`config.mk`:
```
export PLATFORM = sky130hd
export DESIGN_NAME = ipd_top
export DESIGN_NICKNAME = d
export VERILOG_FILES = /design/src/design/ipd_pkg.sv /design/src/design/ipd_debounce.sv /design/src/design/ipd_top.sv
export SDC_FILE = /design/constraint.sdc
export NUM_CORES = 1
export LEC_CHECK = 0
export BUFFER_PORTS_ARGS = -buffer_cell sky130_fd_sc_hd__buf_2
export CAP_MARGIN = 20
export CORE_MARGIN = 3
export CORE_UTILIZATION = 56
export DETAILED_ROUTE_END_ITERATION = 8
export GPL_ROUTABILITY_DRIVEN = 0
export GPL_TIMING_DRIVEN = 0
export PLACE_DENSITY = 0.81
export RECOVER_POWER = 50
export SKIP_CTS_REPAIR_TIMING = 1
export SYNTH_ARGS = -nofsm -noshare
export SYNTH_HDL_FRONTEND = slang
export SYNTH_SLANG_ARGS = --single-unit
```
`constraint.sdc`:
```
create_clock -name aclk -period 1.7 [get_ports aclk]
set_input_delay 0.34 -clock aclk [delete_from_list [all_inputs] [get_ports aclk]]
set_output_delay 0.34 -clock aclk [all_outputs]
set_load 0.05 [all_outputs]
```
`src/design/ipd_pkg.sv`:
```
// shared constants for the interrupt polarity and debounce block
`default_nettype none
package ipd_pkg;
    // register indices as printed; byte address is four times the index
    localparam logic [7:0]  IPD_IDX_STATUS   = 8'h7f;
    localparam logic [7:0]  IPD_IDX_MASK     = 8'h80;
    localparam logic [7:0]  IPD_IDX_POLARITY = 8'h81;
    localparam logic [7:0]  IPD_IDX_DEBOUNCE = 8'h82;
    localparam logic [7:0]  IPD_IDX_CLEAR    = 8'h83;
    localparam logic [7:0]  IPD_IDX_ENABLE   = 8'h84;
    localparam logic [7:0]  IPD_IDX_RAWSRC   = 8'h85;
    localparam int          IPD_ADDR_W       = 10;
    localparam int          IPD_NSRC         = 8;
    // bit positions of the sources and of the combined status bit
    localparam int          IPD_BIT_DET      = 0;
    localparam int          IPD_BIT_SHRT     = 1;
    localparam int          IPD_BIT_LOCK     = 2;
    localparam int          IPD_BIT_IN7      = 3;
    localparam int          IPD_BIT_IN8      = 4;
    localparam int          IPD_BIT_PIN1     = 5;
    localparam int          IPD_BIT_SEQ      = 8;
    localparam int          IPD_BIT_PIN4     = 9;
    localparam int          IPD_BIT_IRQ      = 10;
    localparam logic [15:0] IPD_SRC_MASK     = 16'h033f;
    localparam logic [15:0] IPD_MASK_RESET   = 16'h033f;
    localparam logic [15:0] IPD_POL_RESET    = 16'h0000;
    localparam logic [15:0] IPD_DB_RESET     = 16'h0000;
    localparam logic [1:0]  IPD_RESP_OKAY    = 2'b00;
    localparam logic [1:0]  IPD_RESP_SLVERR  = 2'b10;
    // debounce hold time
    localparam int          IPD_DB_TIME_NS   = 400;
    localparam int          IPD_CLK_NS       = 40;
    localparam int          IPD_DB_CYCLES    = IPD_DB_TIME_NS / IPD_CLK_NS;
endpackage
`default_nettype wire

```
`src/design/ipd_debounce.sv`:
```
// one-source polarity select and optional debounce filter
`timescale 1ns/1ps
`default_nettype none
module ipd_debounce #(
    parameter int HOLD = 10
) (
    input  wire logic aclk,
    input  wire logic aresetn,
    input  wire logic raw,
    input  wire logic active_low,
    input  wire logic db_en,
    output logic      qualified
);
    localparam int CW = $clog2(HOLD + 1);
    if (HOLD < 1)
    begin : g_bad_hold
        $error("HOLD must be at least 1");
    end

    typedef struct packed {
        logic          stable;
        logic [CW-1:0] cnt;
    } ipd_db_s;

    ipd_db_s st;
    ipd_db_s next_st;
    logic    level;

    always_comb
    begin
        level   = raw ^ active_low;
        next_st = st;
        if (level == st.stable)
        begin
            next_st.cnt = '0;
        end
        else if (st.cnt == CW'(HOLD - 1))
        begin
            next_st.stable = level;
            next_st.cnt    = '0;
        end
        else
        begin
            next_st.cnt = st.cnt + CW'(1);
        end
    end

    always_ff @(posedge aclk)
    begin
        if (!aresetn)
            st <= '0;
        else
            st <= next_st;
    end

    // filter only when enabled; bypass otherwise
    assign qualified = db_en ? st.stable : level;
endmodule
`default_nettype wire

```
`src/design/ipd_top.sv`:
```
// interrupt source polarity, debounce, sticky flags and axi4-lite slave
//
// Functional notes
// - sequencer source fires while busy at polarity 0, while idle at 1.
// - lock source fires when locked at polarity 0, when unlocked at 1.
// - pin and bias sources active high at polarity 0, low at 1.
// - sequencer, lock, pin and input sources debounced only when debounce bit set.
// - bias short and detect sources debounced only when their bits set.
// - flag sets on rising edge of qualified condition, stays until software writes one.
// - combined status bit is the or of all source flags.
// - mask bits reset to one; one masks source from combined interrupt.
//
// Added by the designer: the AXI4-Lite register port.
`timescale 1ns/1ps
`default_nettype none
module ipd_top
    import ipd_pkg::*;
#(
    parameter int DB_CYCLES = ipd_pkg::IPD_DB_CYCLES
) (
    input  wire logic                          aclk,
    input  wire logic                          aresetn,
    input  wire logic [ipd_pkg::IPD_ADDR_W-1:0] s_axi_awaddr,
    input  wire logic                          s_axi_awvalid,
    output logic                               s_axi_awready,
    input  wire logic [31:0]                   s_axi_wdata,
    input  wire logic [3:0]                    s_axi_wstrb,
    input  wire logic                          s_axi_wvalid,
    output logic                               s_axi_wready,
    output logic [1:0]                         s_axi_bresp,
    output logic                               s_axi_bvalid,
    input  wire logic                          s_axi_bready,
    input  wire logic [ipd_pkg::IPD_ADDR_W-1:0] s_axi_araddr,
    input  wire logic                          s_axi_arvalid,
    output logic                               s_axi_arready,
    output logic [31:0]                        s_axi_rdata,
    output logic [1:0]                         s_axi_rresp,
    output logic                               s_axi_rvalid,
    input  wire logic                          s_axi_rready,
    input  wire logic                          control_sequencer_busy,
    input  wire logic                          freq_locked_loop_lock,
    input  wire logic                          general_pin_four,
    input  wire logic                          general_pin_one,
    input  wire logic                          general_input_eight,
    input  wire logic                          general_input_seven,
    input  wire logic                          mic_bias_supply_short,
    input  wire logic                          mic_bias_supply_detect,
    output logic                               irq_combined,
    output logic                               irq
);
    import ipd_pkg::*;

    if (DB_CYCLES < 1)
    begin : g_bad_cycles
        $error("DB_CYCLES must be at least 1");
    end

    // ------------------------------------------------------------
    // state
    // ------------------------------------------------------------
    typedef struct packed {
        logic        awready;
        logic        wready;
        logic        aw_held;
        logic        w_held;
        logic [7:0]  aw_idx;
        logic [31:0] wdata;
        logic [3:0]  wstrb;
        logic        bvalid;
        logic [1:0]  bresp;
        logic        arready;
        logic        rvalid;
        logic [31:0] rdata;
        logic [1:0]  rresp;
        logic [15:0] polarity;
        logic [15:0] debounce;
        logic [15:0] mask;
        logic [15:0] enable;
        logic [15:0] flags;
        logic [15:0] qual_d;
        logic        irq_combined;
        logic        irq;
    } ipd_top_s;

    ipd_top_s st;
    ipd_top_s next_st;

    // ------------------------------------------------------------
    // source qualification
    // ------------------------------------------------------------
    logic [15:0] raw_src;
    logic [15:0] qual;

    always_comb
    begin
        raw_src               = '0;
        raw_src[IPD_BIT_SEQ]  = control_sequencer_busy;
        raw_src[IPD_BIT_LOCK] = freq_locked_loop_lock;
        raw_src[IPD_BIT_PIN4] = general_pin_four;
        raw_src[IPD_BIT_PIN1] = general_pin_one;
        raw_src[IPD_BIT_IN8]  = general_input_eight;
        raw_src[IPD_BIT_IN7]  = general_input_seven;
        raw_src[IPD_BIT_SHRT] = mic_bias_supply_short;
        raw_src[IPD_BIT_DET]  = mic_bias_supply_detect;
    end

    // polarity xor then filter, one instance per source bit position
    genvar g;
    generate
        for (g = 0; g < 16; g++)
        begin : g_src
            if (IPD_SRC_MASK[g])
            begin : g_on
                ipd_debounce #(
                    .HOLD (DB_CYCLES)
                ) u_db (
                    .aclk       (aclk),
                    .aresetn    (aresetn),
                    .raw        (raw_src[g]),
                    .active_low (st.polarity[g]),
                    .db_en      (st.debounce[g]),
                    .qualified  (qual[g])
                );
            end
            else
            begin : g_off
                assign qual[g] = 1'b0;
            end
        end
    endgenerate

    // ------------------------------------------------------------
    // bus and register logic
    // ------------------------------------------------------------
    logic        wr_fire;
    logic [15:0] wr_val;
    logic [15:0] clr_bits;
    logic [15:0] set_bits;
    logic [7:0]  ar_idx;
    logic [15:0] status_rd;

    always_comb
    begin
        next_st  = st;
        wr_fire  = st.aw_held && st.w_held && !st.bvalid;
        wr_val   = st.wdata[15:0];
        if (!st.wstrb[0])
            wr_val[7:0] = 8'h00;
        if (!st.wstrb[1])
            wr_val[15:8] = 8'h00;
        clr_bits = '0;
        // rising edge of qualified condition sets the flag
        // edge, not level: a held source would re-raise a cleared flag
        set_bits = qual & ~st.qual_d & IPD_SRC_MASK;
        next_st.qual_d = qual;

        // address and data taken independently
        // ready stays low until the response handshake: one write at a time
        if (s_axi_awvalid && st.awready)
        begin
            next_st.aw_held = 1'b1;
            next_st.aw_idx  = s_axi_awaddr[IPD_ADDR_W-1:2];
            next_st.awready = 1'b0;
        end
        if (s_axi_wvalid && st.wready)
        begin
            next_st.w_held = 1'b1;
            next_st.wdata  = s_axi_wdata;
            next_st.wstrb  = s_axi_wstrb;
            next_st.wready = 1'b0;
        end

        if (wr_fire)
        begin
            next_st.bvalid = 1'b1;
            next_st.bresp  = IPD_RESP_OKAY;
            unique case (st.aw_idx)
                IPD_IDX_MASK:     next_st.mask     = wr_val & IPD_SRC_MASK;
                IPD_IDX_POLARITY: next_st.polarity = wr_val & IPD_SRC_MASK;
                IPD_IDX_DEBOUNCE: next_st.debounce = wr_val & IPD_SRC_MASK;
                IPD_IDX_ENABLE:   next_st.enable   = wr_val & IPD_SRC_MASK;
                // write one to clear, at status or the clear register
                IPD_IDX_STATUS,
                IPD_IDX_CLEAR:    clr_bits         = wr_val & IPD_SRC_MASK;
                IPD_IDX_RAWSRC:   next_st.bresp    = IPD_RESP_OKAY;
                default:          next_st.bresp    = IPD_RESP_SLVERR;
            endcase
        end
        if (st.bvalid && s_axi_bready)
        begin
            next_st.bvalid  = 1'b0;
            next_st.aw_held = 1'b0;
            next_st.w_held  = 1'b0;
            next_st.awready = 1'b1;
            next_st.wready  = 1'b1;
        end

        // set wins over a clear in the same cycle
        next_st.flags = (st.flags & ~clr_bits) | set_bits;

        // read: address taken, data one cycle later
        // registers are 16 bits; upper half of rdata reads zero
        ar_idx    = s_axi_araddr[IPD_ADDR_W-1:2];
        status_rd = st.flags;
        status_rd[IPD_BIT_IRQ] = |st.flags;
        if (s_axi_arvalid && st.arready)
        begin
            next_st.arready = 1'b0;
            next_st.rvalid  = 1'b1;
            next_st.rresp   = IPD_RESP_OKAY;
            next_st.rdata   = '0;
            unique case (ar_idx)
                // sequencer flag is unreliable while busy; software's concern
                IPD_IDX_STATUS:   next_st.rdata[15:0] = status_rd;
                IPD_IDX_MASK:     next_st.rdata[15:0] = st.mask;
                IPD_IDX_POLARITY: next_st.rdata[15:0] = st.polarity;
                IPD_IDX_DEBOUNCE: next_st.rdata[15:0] = st.debounce;
                IPD_IDX_ENABLE:   next_st.rdata[15:0] = st.enable;
                IPD_IDX_RAWSRC:   next_st.rdata[15:0] = qual;
                IPD_IDX_CLEAR:    next_st.rdata       = '0;
                default:          next_st.rresp       = IPD_RESP_SLVERR;
            endcase
        end
        if (st.rvalid && s_axi_rready)
        begin
            next_st.rvalid  = 1'b0;
            next_st.arready = 1'b1;
        end

        // combined output ignores masked sources
        // irq follows the enable register, independent of the mask
        next_st.irq_combined = |(st.flags & ~st.mask);
        next_st.irq          = |(st.flags & st.enable);
    end

    // ------------------------------------------------------------
    // registers
    // ------------------------------------------------------------
    always_ff @(posedge aclk)
    begin
        if (!aresetn)
        begin
            st          <= '0;
            st.awready  <= 1'b1;
            st.wready   <= 1'b1;
            st.arready  <= 1'b1;
            st.mask     <= IPD_MASK_RESET;
            st.polarity <= IPD_POL_RESET;
            st.debounce <= IPD_DB_RESET;
        end
        else
        begin
            st <= next_st;
        end
    end

    assign s_axi_awready = st.awready;
    assign s_axi_wready  = st.wready;
    assign s_axi_bvalid  = st.bvalid;
    assign s_axi_bresp   = st.bresp;
    assign s_axi_arready = st.arready;
    assign s_axi_rvalid  = st.rvalid;
    assign s_axi_rdata   = st.rdata;
    assign s_axi_rresp   = st.rresp;
    assign irq_combined  = st.irq_combined;
    assign irq           = st.irq;

    // ------------------------------------------------------------
    // assertions
    // ------------------------------------------------------------
    a_seq_busy_sets: assert property (@(posedge aclk) disable iff (!aresetn)
        $rose(qual[IPD_BIT_SEQ]) |=> st.flags[IPD_BIT_SEQ])
        else $error("sequencer flag not set on qualified edge");
    a_lock_polarity: assert property (@(posedge aclk) disable iff (!aresetn)
        (!st.debounce[IPD_BIT_LOCK] && $stable(st.polarity[IPD_BIT_LOCK]))
        |-> qual[IPD_BIT_LOCK] == (freq_locked_loop_lock ^ st.polarity[IPD_BIT_LOCK]))
        else $error("lock source polarity wrong");
    a_pin_polarity: assert property (@(posedge aclk) disable iff (!aresetn)
        !st.debounce[IPD_BIT_PIN1]
        |-> qual[IPD_BIT_PIN1] == (general_pin_one ^ st.polarity[IPD_BIT_PIN1]))
        else $error("pin one polarity wrong");
    a_db_holds_off: assert property (@(posedge aclk) disable iff (!aresetn)
        (st.debounce[IPD_BIT_IN7] && $past(st.debounce[IPD_BIT_IN7])
         && $changed(qual[IPD_BIT_IN7]))
        |-> qual[IPD_BIT_IN7]
            == ($past(general_input_seven) ^ $past(st.polarity[IPD_BIT_IN7])))
        else $error("debounced input changed at once");
    a_bias_db_pass: assert property (@(posedge aclk) disable iff (!aresetn)
        !st.debounce[IPD_BIT_DET]
        |-> qual[IPD_BIT_DET] == (mic_bias_supply_detect ^ st.polarity[IPD_BIT_DET]))
        else $error("undebounced bias detect not passed through");
    a_flag_sticky: assert property (@(posedge aclk) disable iff (!aresetn)
        (st.flags[IPD_BIT_PIN4] && !(wr_fire && clr_bits[IPD_BIT_PIN4]))
        |=> st.flags[IPD_BIT_PIN4])
        else $error("flag dropped without a clear");
    a_combined_or: assert property (@(posedge aclk) disable iff (!aresetn)
        (s_axi_arvalid && st.arready && ar_idx == IPD_IDX_STATUS)
        |=> st.rdata[IPD_BIT_IRQ] == ($past(st.flags) != 16'h0000))
        else $error("combined status bit wrong");
    a_mask_gates: assert property (@(posedge aclk) disable iff (!aresetn)
        ##1 irq_combined == |($past(st.flags) & ~$past(st.mask)))
        else $error("masked combined interrupt wrong");
endmodule
`default_nettype wire

```
==> results.txt <==
----------------------------------------------------
[Run status]
  Result of the run ... finished with violations
  Violations in the final reports ... negative setup slack

[Cells and area]
  Max reg flops ... 68
  Antenna Cells ... 0
  Footprint of the multi-input gates ... between 3000 and 4000 um^2
  Fraction of layout instances using a drive strength above 1 ... 21.91%
  Total of fill cells in the finished design ... 786
  Net count, final ... 891
  Area of all placed cells without fillers ... 7355 um^2
  Largest register by flop count ... st
  Synthesis-to-layout area growth ... 22.31%
  FF+latch area ... approximately 2500 um^2

[Timing]
  Number of failing hold endpoints at the final stage ... 0
  Pins over their slew limit ... 0
  Clock Skews ... between 0.007 and 0.008 ns
  Clock period minus worst slack ... 1.779 ns
  Max_slew headroom ... 49.45%
  Actual transition at the worst max-transition pin ... 0.7583 ns
  Fmax ... 562.0 MHz
  Worst setup margin ... -0.07941 ns
  Worst hold margin ... 0.01352 ns
  Setup repair after global routing missed its margin ... true
  Share of the clock period used by the worst path ... 104.7%
  Final setup violation count ... 11

[Synthesis]
  Fraction of synthesized cell area taken by the top area cell type ... between 40% and 50%
  Cell variety after synth ... 55
  Cells after Synth ... 699
  Dominant cell type by area after synthesis ... dfxtp_1
  Sequential cell area fraction in the yosys report ... 41.95%
  Mean instance size in the synthesized netlist ... 8.603 um^2
  Post-synth ARST share ... 0%
  Synthesis-stage register bit count ... 126
  Dominant cells by area after synthesis ... dfxtp_1 42%, nand2_1 4.6%, buf_4 4.5%
  EDFF count, synth ... 0
  Synthesized cell area ... 6013 um^2
  Syn. warnings ... 0
  Top_reg_cell synth ... dfxtp_1

[Detailed routing]
  WL/cell ... 17.44 um
  Routed wire length ... 16,620 um
  Count of antenna-violating nets left after detailed routing ... 0
  Total iterations of the first detailed-routing run ... 6
  DRC ... 0
  Routed vias/inst ... 5.863
  DR iter-0 viols ... 480
  Via count of the routed design ... about 5,600

[Clock network]
  Worst-Skew Late Latency ... 0.54 ns
  Clock-pin slew on the worst setup and hold paths ... 0.06 ns
  Master cell of the clock root buffer ... clkbuf_8
  Number of H-tree levels ... 4
  Buffer depth of the longest clock path ... 2
  Count of clock tree sinks ... 126
  TritonCTS clock tree ... built
  Number of buffers inserted during clock tree synthesis ... 17

[Floorplanning]
  Die outline width ... ~110 um
  Initial standard-cell utilization of the core ... 57.99%
  Placeable core area ... around 10,000 um^2
  Die height ... between 100 and 150 um
  Placement row count ... 37
  Number of top-level design ports ... 114
  Total die area ... around 12,000 um^2

[Place]
  Dpl hpwl ... around 11,000 um
  Worst-case setup slack after placement ... -0.4026 ns
  Placement-stage cell area ... 6559 um^2
  Count of port buffers added during placement ... 57

[Setup path]
  Delay of the slowest cell on the worst path ... 0.39 ns
  Endpoint type of the worst setup path ... flip-flop
  Standard cell with the maximum stage delay on the critical path ... nor4_4
  Worst Path Class, Setup ... flip-flop to flip-flop
  Kind of start point of the critical path ... flip-flop
  Critical-path cell list ... nor4_4, nand4_1, clkbuf_2, o21ai_0, o211ai_1
  Buf/Inv on CP ... 1
  Family with the most delay on the worst path ... simple AND/OR/NAND/NOR gates
  Peak fanout along the critical path ... 10
  Data arrival time of the critical path ... 2.16 ns
  Required time worst endpoint ... 2.08 ns

[Min path]
  Tightest Hold Check Type ... input pin to flip-flop

[Global routing]
  Number of global-route vias before repair ... 5,115
  Number of antenna violations at the first check in global routing ... 0
  Global route total overflow ... 0
  Total track usage ... 26.03%
  Largest net degree at the start of global routing ... 17
  Global-route wire length before repair ... 24,230 um

[Power]
  Maximum vdd drop ... 0.7313 mV
  PnR Total Power ... 7.548 mW
  Static leakage ... 2.912 nW
  Pwr per Cell Area ... slightly above 1000 nW/um^2

[Flow run]
  Reported max-cap violation count ... 0

----------------------------------------------------
routing by layer:
layer,share of wire (%),wire [um],vias up,global-route usage [%]
met3,9.8,1626,60,5.872
li1,-,-,2581,-
met2,49,8074,350,44.16
met5,0,0,-,0
met1,38,6391,2596,31.93
met4,3.1,523,0,10.51
logic make-up (layout without fill, tap and decap cells):
logic type	Yosys count	count (layout)	synth area share, %
xor+xnor	32	32	4.661
fa+ha+maj	16	16	3.329
simple gates	242	242	20.77
other cells	1	25	0.06236
compound gates	164	164	17.33
buf+inv	97	191	8.385
flops	126	126	41.95
mux	21	21	3.516
per-stage QoR:
stage | utilization (%) | instances | setup TNS, ns
4_1_cts | 68.85 | 948 | -1.191
2_1_floorplan | - | 723 | 0
5_1_grt | 70.92 | 953 | -1.529
6_report | 70.92 | 953 | -0.4699
3_3_place_gp | 63.25 | 916 | -7.570
3_5_place_dp | 63.25 | 916 | -10.15
synthesized netlist by cell type, types with 5 or more instances:
| master | count |
|---|---|
| a211oi_1 | 16 |
| a21oi_1 | 47 |
| a21oi_2 | 5 |
| a221oi_1 | 8 |
| a311o_2 | 6 |
| and2_1 | 15 |
| buf_4 | 36 |
| clkbuf_1 | 22 |
| dfxtp_1 | 126 |
| ha_1 | 16 |
| inv_1 | 31 |
| mux2i_1 | 20 |
| nand2_1 | 74 |
| nand3_1 | 28 |
| nand3b_1 | 8 |
| nor2_1 | 63 |
| nor2b_1 | 11 |
| nor3b_1 | 8 |
| o211ai_1 | 10 |
| o21ai_0 | 50 |
| o2bb2ai_1 | 8 |
| or3_1 | 8 |
| xnor2_1 | 8 |
| xor2_1 | 24 |
path summary, 6_finish.rpt:
check | cells past startpoint | slack (ns) | from | to
max | 5 | -0.08 | st[177]$_SDFFE_PN0P_ | st[51]$_SDFFE_PN1P_
min | 2 | 0.01 | s_axi_wvalid | s_axi_wready$_SDFFE_PP1P_
max reg2reg | 5 | -0.08 | st[177]$_SDFFE_PN0P_ | st[51]$_SDFFE_PN1P_
min reg2reg | 2 | 0.46 | s_axi_rresp[1]$_SDFFE_PN0P_ | s_axi_rresp[1]$_SDFFE_PN0P_
report_power, final:
group	leakage [nW]	internal, mW	switching [mW]
sequential	1.03	3.06	0.103
clock	0.284	2.17	1.38
combinational	1.60	0.275	0.564
cell usage in the layout, fill, tap and decap left out, types with 20 or more instances in the layout:
master,count
dfxtp_1,125
nand2_1,74
nor2_1,63
buf_2,59
o21ai_0,49
a21oi_1,43
buf_4,41
inv_1,31
nand3_1,25
conb_1,25
xor2_1,24
clkbuf_1,22
mux2i_1,20
area by class of cell:
type	count	share of cell area, %
Multi-Input combinational cell	500	43.77
Sequential cell	126	34.35
Clock buffer	19	6.005
Buffer	66	5.750
Timing Repair Buffer	62	4.338
Tap cell	136	2.314
Clock inverter	13	1.888
Inverter	31	1.582
No activity file was read; power rests on OpenSTA's default activity.
